--- config.mk ---
export PLATFORM = sky130hd
export DESIGN_NAME = hprk_ctrl
export DESIGN_NICKNAME = d
export VERILOG_FILES = /design/src/hprk_pkg.sv /design/src/hprk_ctrl.sv /design/src/hprk_sync.sv
export VERILOG_INCLUDE_DIRS = /design/src
export SDC_FILE = /design/constraint.sdc
export NUM_CORES = 1
export LEC_CHECK = 0
export BUFFER_PORTS_ARGS = -buffer_cell sky130_fd_sc_hd__buf_2
export CORE_ASPECT_RATIO = 0.7
export CORE_MARGIN = 3
export CORE_UTILIZATION = 40
export CTS_CLUSTER_DIAMETER = 100
export CTS_CLUSTER_SIZE = 24
export DETAILED_ROUTE_END_ITERATION = 8
export PLACE_DENSITY = 0.66
export SETUP_SLACK_MARGIN = 0.4
export SKIP_LAST_GASP = 1
export SLEW_MARGIN = 20
export SYNTH_ARGS = -nofsm -noshare
export SYNTH_HDL_FRONTEND = slang
export SYNTH_SLANG_ARGS = --single-unit
--- constraint.sdc ---
create_clock -name hclk -period 4.5 [get_ports hclk]
set_input_delay 0.9 -clock hclk [delete_from_list [all_inputs] [get_ports hclk]]
set_output_delay 0.9 -clock hclk [all_outputs]
set_load 0.05 [all_outputs]
--- src/hprk_defines.svh ---
// hprk_defines.svh - constants of the host power/reset keypad control
// assumes: included by its bare name from the control module only
`ifndef HPRK_DEFINES_SVH
`define HPRK_DEFINES_SVH

// ----------------------------------------------------------------
// timebase
// ----------------------------------------------------------------
`define HPRK_CLK_NS 50
`define HPRK_TICK_NS 1000000
`define HPRK_TICK_CYC (`HPRK_TICK_NS / `HPRK_CLK_NS)

// ----------------------------------------------------------------
// key hold and pulse times, in milliseconds
// ----------------------------------------------------------------
`define HPRK_ON_HOLD_MS 13'h0fa
`define HPRK_OFF_HOLD_MS 13'hfa0
`define HPRK_RST_HOLD_MS 13'hfa0
`define HPRK_OFF_EXT_MS 16'h1388
`define HPRK_RST_PULSE_MS 16'h03e8
`define HPRK_PULSE_DEF_MS 16'h03e8

// ----------------------------------------------------------------
// register byte offsets (haddr[3:0])
// ----------------------------------------------------------------
`define HPRK_A_CTRL 4'h0
`define HPRK_A_PULSE 4'h4
`define HPRK_A_STATUS 4'h8

// ----------------------------------------------------------------
// control register fields and reset value
// ----------------------------------------------------------------
`define HPRK_B_EN_ON 0
`define HPRK_B_EN_OFF 1
`define HPRK_B_EN_RST 2
`define HPRK_B_PWR_INV 3
`define HPRK_B_RST_INV 4
`define HPRK_B_BLANK 5
`define HPRK_CTRL_W 6
`define HPRK_CTRL_RST 6'h00

`endif

--- src/hprk_pkg.sv ---
// hprk_pkg.sv - types of the host power/reset keypad control
// assumes: nothing beyond the defines header
package hprk_pkg;

    // ----------------------------------------------------------------
    // sequencer states, one-hot
    // ----------------------------------------------------------------
    typedef enum logic [5:0] {
        HPRK_IDLE = 6'h01, // outputs released
        HPRK_PWR_ON = 6'h02, // power-on pulse
        HPRK_OFF_MIN = 6'h04, // hard-off minimum pulse
        HPRK_OFF_EXT = 6'h08, // hard-off stretched by key
        HPRK_RST = 6'h10, // host reset pulse
        HPRK_RESTART = 6'h20 // one-cycle self restart
    } hprk_state_t;

endpackage

--- src/hprk_ctrl.sv ---
// hprk_ctrl.sv - keypad control of host power switch and reset
// assumes: ahb-lite single slave, hclk 20 MHz, keys and sense are pins
`timescale 1ns/1ps
`include "hprk_defines.svh"
module hprk_ctrl #(
    parameter int TICK_CYCLES = `HPRK_TICK_CYC
) (
    input wire logic hclk,
    input wire logic hresetn,
    input wire logic hsel,
    input wire logic [31:0] haddr,
    input wire logic [1:0] htrans,
    input wire logic hwrite,
    input wire logic [2:0] hsize,
    input wire logic [31:0] hwdata,
    input wire logic hready,
    output logic hreadyout,
    output logic hresp,
    output logic [31:0] hrdata,
    input wire logic sense_pin,
    input wire logic confirm_key_n,
    input wire logic cancel_key_n,
    input wire logic wdog_rst_req,
    output logic sense_pulldown_en,
    output logic pwr_sw_o,
    output logic pwr_sw_oe,
    output logic host_rst_o,
    output logic host_rst_oe,
    output logic display_blank,
    output logic self_restart,
    output hprk_pkg::hprk_state_t state_o
);
    import hprk_pkg::*;

    // ----------------------------------------------------------------
    // pin synchronisers
    // ----------------------------------------------------------------
    logic [2:0] pins_s; // sense, confirm, cancel after sync
    logic sense; // host switched supply present
    logic confirm; // confirm key pressed
    logic cancel; // cancel key pressed

    hprk_sync u_sync (
        .hclk(hclk),
        .hresetn(hresetn),
        .async_in({sense_pin, ~confirm_key_n, ~cancel_key_n}),
        .sync_out(pins_s)
    );
    assign sense = pins_s[2];
    assign confirm = pins_s[1];
    assign cancel = pins_s[0];

    // pad keeps a floating sense line low when host supply is absent
    assign sense_pulldown_en = 1'b1;

    // ----------------------------------------------------------------
    // ahb-lite slave
    // ----------------------------------------------------------------
    logic [`HPRK_CTRL_W-1:0] ctrl; // enables, polarities, blank
    logic [15:0] pulse_ms; // power pulse width in ms
    logic wr_pend; // write data phase pending
    logic [3:0] wr_addr; // captured write offset
    hprk_state_t state; // sequencer state
    logic [15:0] tmr_ms; // pulse timer
    logic rst_kbd; // reset pulse came from keypad

    wire addr_ok = hsel & hready & htrans[1];
    wire we_ctrl = wr_pend & (wr_addr == `HPRK_A_CTRL);
    wire we_pulse = wr_pend & (wr_addr == `HPRK_A_PULSE);
    wire [3:0] ra = haddr[3:0];
    wire [31:0] st_word = {4'h0, tmr_ms, pwr_sw_oe, host_rst_oe,
        state, cancel, confirm, sense, display_blank};
    wire [31:0] rd_mux =
        (ra == `HPRK_A_CTRL) ? {26'h0000000, ctrl} :
        (ra == `HPRK_A_PULSE) ? {16'h0000, pulse_ms} :
        (ra == `HPRK_A_STATUS) ? st_word : 32'h00000000;

    // zero wait states, always okay
    assign hreadyout = 1'b1;
    assign hresp = 1'b0;

    // address phase capture and read data register
    always_ff @(posedge hclk or negedge hresetn) begin
        if (!hresetn) begin
            wr_pend <= 1'b0;
            wr_addr <= 4'h0;
            hrdata <= 32'h00000000;
        end else begin
            wr_pend <= addr_ok & hwrite;
            wr_addr <= haddr[3:0];
            if (addr_ok & ~hwrite) begin
                hrdata <= rd_mux; // unmapped reads as zero
            end
        end
    end

    // software-owned configuration
    always_ff @(posedge hclk or negedge hresetn) begin
        if (!hresetn) begin
            ctrl <= `HPRK_CTRL_RST;
            pulse_ms <= `HPRK_PULSE_DEF_MS;
        end else begin
            if (we_ctrl) begin
                ctrl <= hwdata[`HPRK_CTRL_W-1:0];
            end
            if (we_pulse) begin
                pulse_ms <= hwdata[15:0];
            end
        end
    end

    wire en_on = ctrl[`HPRK_B_EN_ON];
    wire en_off = ctrl[`HPRK_B_EN_OFF];
    wire en_rst = ctrl[`HPRK_B_EN_RST];
    wire pwr_inv = ctrl[`HPRK_B_PWR_INV];
    wire rst_inv = ctrl[`HPRK_B_RST_INV];
    wire blank_en = ctrl[`HPRK_B_BLANK];

    // ----------------------------------------------------------------
    // millisecond tick
    // ----------------------------------------------------------------
    // the tick restarts when a pulse starts so pulse widths are exact;
    // key holds may end up to one tick early, a harmless slack
    logic [14:0] tick_cnt; // cycles into current ms
    logic load; // timer load this cycle
    wire tick = (tick_cnt == 15'(TICK_CYCLES - 1));

    // ms prescaler, restarted on each timer load
    always_ff @(posedge hclk or negedge hresetn) begin
        if (!hresetn) begin
            tick_cnt <= 15'h0000;
        end else if (tick | load) begin
            tick_cnt <= 15'h0000;
        end else begin
            tick_cnt <= tick_cnt + 15'h0001;
        end
    end

    // ----------------------------------------------------------------
    // key hold measurement
    // ----------------------------------------------------------------
    logic [2:0] cond_prev; // last cycle's hold condition
    logic [12:0] hold_ms; // ms the condition has stood
    wire c_on = ~sense & confirm & en_on;
    wire c_off = sense & cancel & en_off;
    wire c_rst = sense & confirm & en_rst;
    wire [2:0] cond = {c_on, c_off, c_rst};
    wire steady = (cond != 3'h0) & (cond == cond_prev);
    wire done_on = c_on & (hold_ms >= `HPRK_ON_HOLD_MS);
    wire done_off = c_off & (hold_ms >= `HPRK_OFF_HOLD_MS);
    wire done_rst = c_rst & (hold_ms >= `HPRK_RST_HOLD_MS);

    // count only an unbroken hold; a release or change starts over
    always_ff @(posedge hclk or negedge hresetn) begin
        if (!hresetn) begin
            cond_prev <= 3'h0;
            hold_ms <= 13'h0000;
        end else begin
            cond_prev <= cond;
            if (!steady || state != HPRK_IDLE) begin
                hold_ms <= 13'h0000;
            end else if (tick && hold_ms != 13'h1fff) begin
                hold_ms <= hold_ms + 13'h0001;
            end
        end
    end

    // ----------------------------------------------------------------
    // sequencer
    // ----------------------------------------------------------------
    hprk_state_t next_state;
    logic [15:0] next_tmr;
    logic next_kbd;
    wire tmr_zero = (tmr_ms == 16'h0000);

    // next-state and timer load decisions
    always_comb begin
        next_state = state;
        next_tmr = tmr_ms;
        next_kbd = rst_kbd;
        load = 1'b0;
        unique case (state)
            HPRK_IDLE: begin
                if (wdog_rst_req) begin
                    // watchdog shares the reset output, no restart
                    next_state = HPRK_RST;
                    next_tmr = `HPRK_RST_PULSE_MS;
                    next_kbd = 1'b0;
                    load = 1'b1;
                end else if (done_on) begin
                    next_state = HPRK_PWR_ON;
                    next_tmr = pulse_ms;
                    load = 1'b1;
                end else if (done_off) begin
                    next_state = HPRK_OFF_MIN;
                    next_tmr = pulse_ms;
                    load = 1'b1;
                end else if (done_rst) begin
                    next_state = HPRK_RST;
                    next_tmr = `HPRK_RST_PULSE_MS;
                    next_kbd = 1'b1;
                    load = 1'b1;
                end
            end
            HPRK_PWR_ON: begin
                if (tmr_zero) begin
                    next_state = HPRK_IDLE;
                end
            end
            HPRK_OFF_MIN: begin
                // full minimum width regardless of the key
                if (tmr_zero && cancel) begin
                    next_state = HPRK_OFF_EXT;
                    next_tmr = `HPRK_OFF_EXT_MS;
                    load = 1'b1;
                end else if (tmr_zero) begin
                    next_state = HPRK_IDLE;
                end
            end
            HPRK_OFF_EXT: begin
                if (!cancel || tmr_zero) begin
                    next_state = HPRK_IDLE;
                end
            end
            HPRK_RST: begin
                if (tmr_zero) begin
                    next_state = rst_kbd ? HPRK_RESTART : HPRK_IDLE;
                end
            end
            HPRK_RESTART: begin
                next_state = HPRK_IDLE;
            end
            default: begin
                next_state = HPRK_IDLE; // illegal code recovers
            end
        endcase
    end

    // state, timer and source flag
    always_ff @(posedge hclk or negedge hresetn) begin
        if (!hresetn) begin
            state <= HPRK_IDLE;
            tmr_ms <= 16'h0000;
            rst_kbd <= 1'b0;
        end else begin
            state <= next_state;
            rst_kbd <= next_kbd;
            if (load) begin
                tmr_ms <= next_tmr;
            end else if (tick && !tmr_zero) begin
                tmr_ms <= tmr_ms - 16'h0001;
            end
        end
    end

    // ----------------------------------------------------------------
    // pin drivers
    // ----------------------------------------------------------------
    wire next_pwr_oe = (next_state == HPRK_PWR_ON) |
        (next_state == HPRK_OFF_MIN) | (next_state == HPRK_OFF_EXT);
    wire next_rst_oe = (next_state == HPRK_RST);

    // drive only while pulsing, released otherwise
    always_ff @(posedge hclk or negedge hresetn) begin
        if (!hresetn) begin
            pwr_sw_oe <= 1'b0;
            pwr_sw_o <= 1'b0;
            host_rst_oe <= 1'b0;
            host_rst_o <= 1'b0;
            display_blank <= 1'b0;
        end else begin
            pwr_sw_oe <= next_pwr_oe;
            pwr_sw_o <= pwr_inv;
            host_rst_oe <= next_rst_oe;
            host_rst_o <= rst_inv;
            // only the display is blanked; fan settings are left alone
            display_blank <= blank_en & ~sense;
        end
    end

    assign self_restart = (state == HPRK_RESTART);
    assign state_o = state;
endmodule

--- src/hprk_sync.sv ---
// hprk_sync.sv - three-flop synchroniser with agreement filter
// assumes: inputs are asynchronous pins, one clock hclk
`timescale 1ns/1ps
module hprk_sync (
    input wire logic hclk,
    input wire logic hresetn,
    input wire logic [2:0] async_in,
    output logic [2:0] sync_out
);

    // ----------------------------------------------------------------
    // per-bit chain
    // ----------------------------------------------------------------
    genvar i;
    generate
        for (i = 0; i < 3; i = i + 1) begin : g_bit
            logic s1; // metastable stage, read by s2 only
            logic s2;
            logic s3;
            // shift chain; output follows once s2 and s3 agree
            always_ff @(posedge hclk or negedge hresetn) begin
                if (!hresetn) begin
                    s1 <= 1'b0;
                    s2 <= 1'b0;
                    s3 <= 1'b0;
                    sync_out[i] <= 1'b0;
                end else begin
                    s1 <= async_in[i];
                    s2 <= s1;
                    s3 <= s2;
                    if (s2 == s3) begin
                        sync_out[i] <= s3;
                    end
                end
            end
        end
    endgenerate

endmodule

==> results_tabular.tex <==
\begin{tabular}{lr}
\hline
Metric & Value \\
\hline
\multicolumn{2}{l}{\textbf{Synth}} \\
Top cell type's share of synthesized area & 51.3\% \\
Post-synthesis sequential element count & between 100 and 150 \\
FFs w/ async S/R, synth & between 90\% and 100\% \\
Synth Cell Area & 5800 sq um \\
Synthesis Warnings & 0 \\
Number of synthesized flops with an enable pin & 0 \\
Post-synth top flop & sky130\_fd\_sc\_hd\_\_dfrtp\_1 \\
Ranking of synthesized cells by area & sky130\_fd\_sc\_hd\_\_dfrtp\_1 51\%, sky130\_fd\_sc\_hd\_\_mux2\_2 4.3\%, sky130\_fd\_sc\_hd\_\_nor2\_1 3.4\% \\
Register area share after synthesis & 54.5\% \\
Number of distinct standard cells referenced by the synthesized netlist & 63 \\
Dominant cell type by area after synthesis & sky130\_fd\_sc\_hd\_\_dfrtp\_1 \\
Mean cell area of the mapped netlist & $\sim$11 sq um \\
Synthesized netlist cell count & 537 \\
\multicolumn{2}{l}{\textbf{Critical path}} \\
FF-to-FF path depth & 7 \\
Worst endpoint required time & roughly 4800 ps \\
Classification of the worst setup path & reg2reg \\
Start point of the critical path & tick\_cnt[0] \\
Biggest fanout along the worst timing path & 12 \\
Endpoint of the lowest-slack register-to-register path & tmr\_ms[6] \\
Sort of element at the end of the critical path & flop \\
Slack of the worst reg-to-reg path & 1600 ps \\
Signal arrival time at the worst endpoint & about 3200 ps \\
FF-to-FF Start & tick\_cnt[0] \\
Type of element launching the critical path & flop \\
\multicolumn{2}{l}{\textbf{Route}} \\
Wire per inst & 17.4 um \\
Post-route ant nets & 0 \\
Avg Vias per Cell & 5.61 \\
Number of vias in the routed layout & 4558 \\
DR pass1 iterations & 5 \\
Residual DRC & 0 \\
Overall routed net length & approximately 14000 um \\
Iteration-0 DRC count of the detailed router & 422 \\
\multicolumn{2}{l}{\textbf{Job}} \\
Max Cap Violations & 0 \\
\multicolumn{2}{l}{\textbf{Layout}} \\
Number of filler instances in the final layout & 1255 \\
N\_diodes & 0 \\
Most common library cell in the layout ignoring fill and taps & sky130\_fd\_sc\_hd\_\_dfrtp\_1 \\
Combined area of the multi-input logic cells & 2490 sq um \\
Highest-count cells in the layout ignoring fill and taps & 119 x sky130\_fd\_sc\_hd\_\_dfrtp\_1, 68 x sky130\_fd\_sc\_hd\_\_buf\_2, 52 x sky130\_fd\_sc\_hd\_\_nor2\_1, 42 x sky130\_fd\_sc\_hd\_\_nand2\_1, 31 x sky130\_fd\_sc\_hd\_\_o21ai\_0 \\
Area overhead of the layout relative to synthesis & 20.1\% \\
Proportion of layout cells with a drive suffix above 1 & between 20\% and 30\% \\
Final core utilization & 49.6\% \\
Final layout net count & a little under 700 \\
Sequential Area & 3160 sq um \\
\multicolumn{2}{l}{\textbf{STA}} \\
Final hold viol count & 0 \\
Tcrit/Tclk final & 64.3\% \\
Setup TNS & 0 ps \\
Setup repair after global routing missed its margin & no \\
Transition time at the pin with the least slew margin & roughly 900 ps \\
Fmax & 345 MHz \\
Final setup viols & 0 \\
Max-slew violation count & 0 \\
Relative max-transition margin & between 30 and 40\% \\
Shortest period the worst path allows & 2900 ps \\
Final worst clock skew & 10.9 ps \\
\multicolumn{2}{l}{\textbf{Clocking}} \\
Clock sink total & about 130 \\
Clock transition time at the flip-flop clock pins of the worst setup and hold paths & 60 ps \\
Hold buffer count at cts & 0 \\
TritonCTS clock tree & done \\
Buffer cell driving the clock tree root & sky130\_fd\_sc\_hd\_\_clkbuf\_16 \\
Post\_cts resized & 0 \\
Insertion delay to the later sink of the worst-skew pair & 410 ps \\
Total clock buffers created by CTS & 17 \\
Buffer levels on the longest clock path & 2 \\
Number of levels the H-tree was split into & 4 \\
Setup Fix Bufs, Post-CTS & 0 \\
\multicolumn{2}{l}{\textbf{Place}} \\
Routability Congestion & 0.898 \\
Post-detailed-placement half-perimeter wirelength & 9810 um \\
Total of buffers placed on input and output ports & 69 \\
\multicolumn{2}{l}{\textbf{Power}} \\
Max rail drop VDD & roughly 0.24 mV \\
Net switching fraction of the power & 29.9\% \\
Internal Dissipation & 0.00241 W \\
Power per unit of standard cell area & 493 nW/um\^{}2 \\
Leakage power total & about 3.1 nW \\
Share of power burned in combinational logic & 17.3\% \\
Sequential share of power & 40.4\% \\
Share of total power in the clock network & a little over two fifths \\
Power dissipated by switching net loads & just over 0.001 W \\
\multicolumn{2}{l}{\textbf{Floorplanning}} \\
Total I/O pin count & 125 \\
Die Span X & 150 um \\
Number of placement rows & 36 \\
Area of the core & 14100 sq um \\
Vertical die dimension & 107 um \\
Initial Utilization & 41.3\% \\
Total Die Area & 16000 sq um \\
\multicolumn{2}{l}{\textbf{Run status}} \\
Result of the run & complete, no violations \\
\multicolumn{2}{l}{\textbf{Hold path}} \\
Hold path depth & 0 \\
Worst hold path class & reg2reg \\
Min-delay src & u\_sync.g\_bit[0].s1 \\
Worst Hold Endpoint & u\_sync.g\_bit[0].s2 \\
\multicolumn{2}{l}{\textbf{GRT}} \\
Total grt overflow & 0 \\
Overall fraction of global-route tracks in use & 18.0\% \\
Antenna violations before repair & 0 \\
Number of global-route vias before repair & between 4000 and 5000 \\
Global-route wire length before repair & roughly 23000 um \\
Largest net degree at the start of global routing & 127 \\
\hline
\end{tabular}
worst max path at each step:
stage          slack, ps  depth (start not counted)           end
5_1_grt             1360                          7     tmr_ms[6]
3_3_place_gp        1540                          6    hrdata[20]
3_5_place_dp        1440                          6    hrdata[21]
6_report            1600                          7     tmr_ms[6]
2_1_floorplan        990                          3  self_restart
4_1_cts             1640                          7     tmr_ms[6]
layer usage:
layer / GRT usage (%) / up-vias / wire (um)
met4: 5.68 / 0 / 261
met2: 27.0 / 174 / 6260
met5: 0 / - / 0
li1: - / 2098 / -
met1: 25.6 / 2253 / 6470
met3: 4.90 / 33 / 1130
kinds of logic (layout without fill, tap and decap cells):
| kind of cell | after synthesis | after routing | share of synthesized area [%] |
|---|---|---|---|
| muxes | 24 | 24 | 4.62 |
| DFF | 126 | 126 | 54.5 |
| xor gates and xnor gates | 28 | 28 | 4.23 |
| adders and majority gates | 7 | 7 | 1.38 |
| AOI/OAI and AO/OA | 112 | 112 | 13.9 |
| buffers and inverters | 38 | 118 | 3.13 |
| other | 2 | 7 | 0.129 |
| and+or+nand+nor | 200 | 200 | 18.2 |
final cells by class:
| class | instances | area share (%) |
|---|---|---|
| repair buffers | 76 | 5.92 |
| clock buffers | 18 | 6.30 |
| flip-flops and latches | 126 | 45.4 |
| inverters | 10 | 0.539 |
| multi-input cells | 378 | 35.7 |
| clock inverters | 14 | 2.75 |
| well taps | 190 | 3.41 |
through the flow:
step                      area (sq um)  hold WS (ps)  cells  setup WS (ps)  total power, W
after global placement            6340           332    780           1540         0.00197
after floorplan                   5820           331    542            989         0.00181
final                             6970           345    812           1600         0.00344
after global routing              6970           349    812           1360         0.00358
after CTS                         6970           347    812           1640         0.00345
after detailed placement          6340           335    780           1440         0.00199
cells in the mapped netlist, types with 5 or more instances:
| cell | count |
|---|---|
| sky130_fd_sc_hd__a22o_1 | 22 |
| sky130_fd_sc_hd__nor4_1 | 7 |
| sky130_fd_sc_hd__nand3_1 | 14 |
| sky130_fd_sc_hd__nand2b_1 | 13 |
| sky130_fd_sc_hd__inv_1 | 10 |
| sky130_fd_sc_hd__nand2_1 | 42 |
| sky130_fd_sc_hd__a211oi_1 | 5 |
| sky130_fd_sc_hd__dfstp_2 | 7 |
| sky130_fd_sc_hd__and3_1 | 10 |
| sky130_fd_sc_hd__mux2_2 | 22 |
| sky130_fd_sc_hd__a22oi_1 | 14 |
| sky130_fd_sc_hd__buf_4 | 7 |
| sky130_fd_sc_hd__xnor2_1 | 12 |
| sky130_fd_sc_hd__a21oi_1 | 10 |
| sky130_fd_sc_hd__nor3_1 | 19 |
| sky130_fd_sc_hd__xor2_1 | 16 |
| sky130_fd_sc_hd__clkbuf_1 | 16 |
| sky130_fd_sc_hd__dfrtp_1 | 119 |
| sky130_fd_sc_hd__nor2_1 | 52 |
| sky130_fd_sc_hd__nand4_1 | 10 |
| sky130_fd_sc_hd__o21ai_0 | 31 |
| sky130_fd_sc_hd__and4_1 | 7 |
sequential cells by signal, summed over array words and instances (netlist names), 3 cells and up:
signal / flops
cond_prev: 3
ctrl: 6
hold_ms: 13
hrdata: 28
pulse_ms: 16
state_o: 6
tick_cnt: 15
tmr_ms: 16
u_sync.g_bit.s1: 3
u_sync.g_bit.s2: 3
u_sync.g_bit.s3: 3
u_sync.sync_out: 3
wr_addr: 4
power by group through the flow:
stage | clock network, W | registers, W | logic, W
finish | 0.00145 | 0.00139 | 0.000595
CTS | 0.00147 | 0.00139 | 0.000594
global route | 0.00152 | 0.00141 | 0.000655
global placement | 0 | 0.00140 | 0.000573
floorplan | 0 | 0.00147 | 0.000342
detailed placement | 0 | 0.00140 | 0.000588
worst max-delay path: stages, from the launching register on:
cell	delay [ps]
sky130_fd_sc_hd__dfrtp_1	410
sky130_fd_sc_hd__ha_1	240
sky130_fd_sc_hd__and4_1	290
sky130_fd_sc_hd__nand4_1	290
sky130_fd_sc_hd__nor2_1	750
sky130_fd_sc_hd__nand2_1	250
sky130_fd_sc_hd__o311ai_0	370
sky130_fd_sc_hd__o311ai_1	170
(Power assumes the default switching activity.)
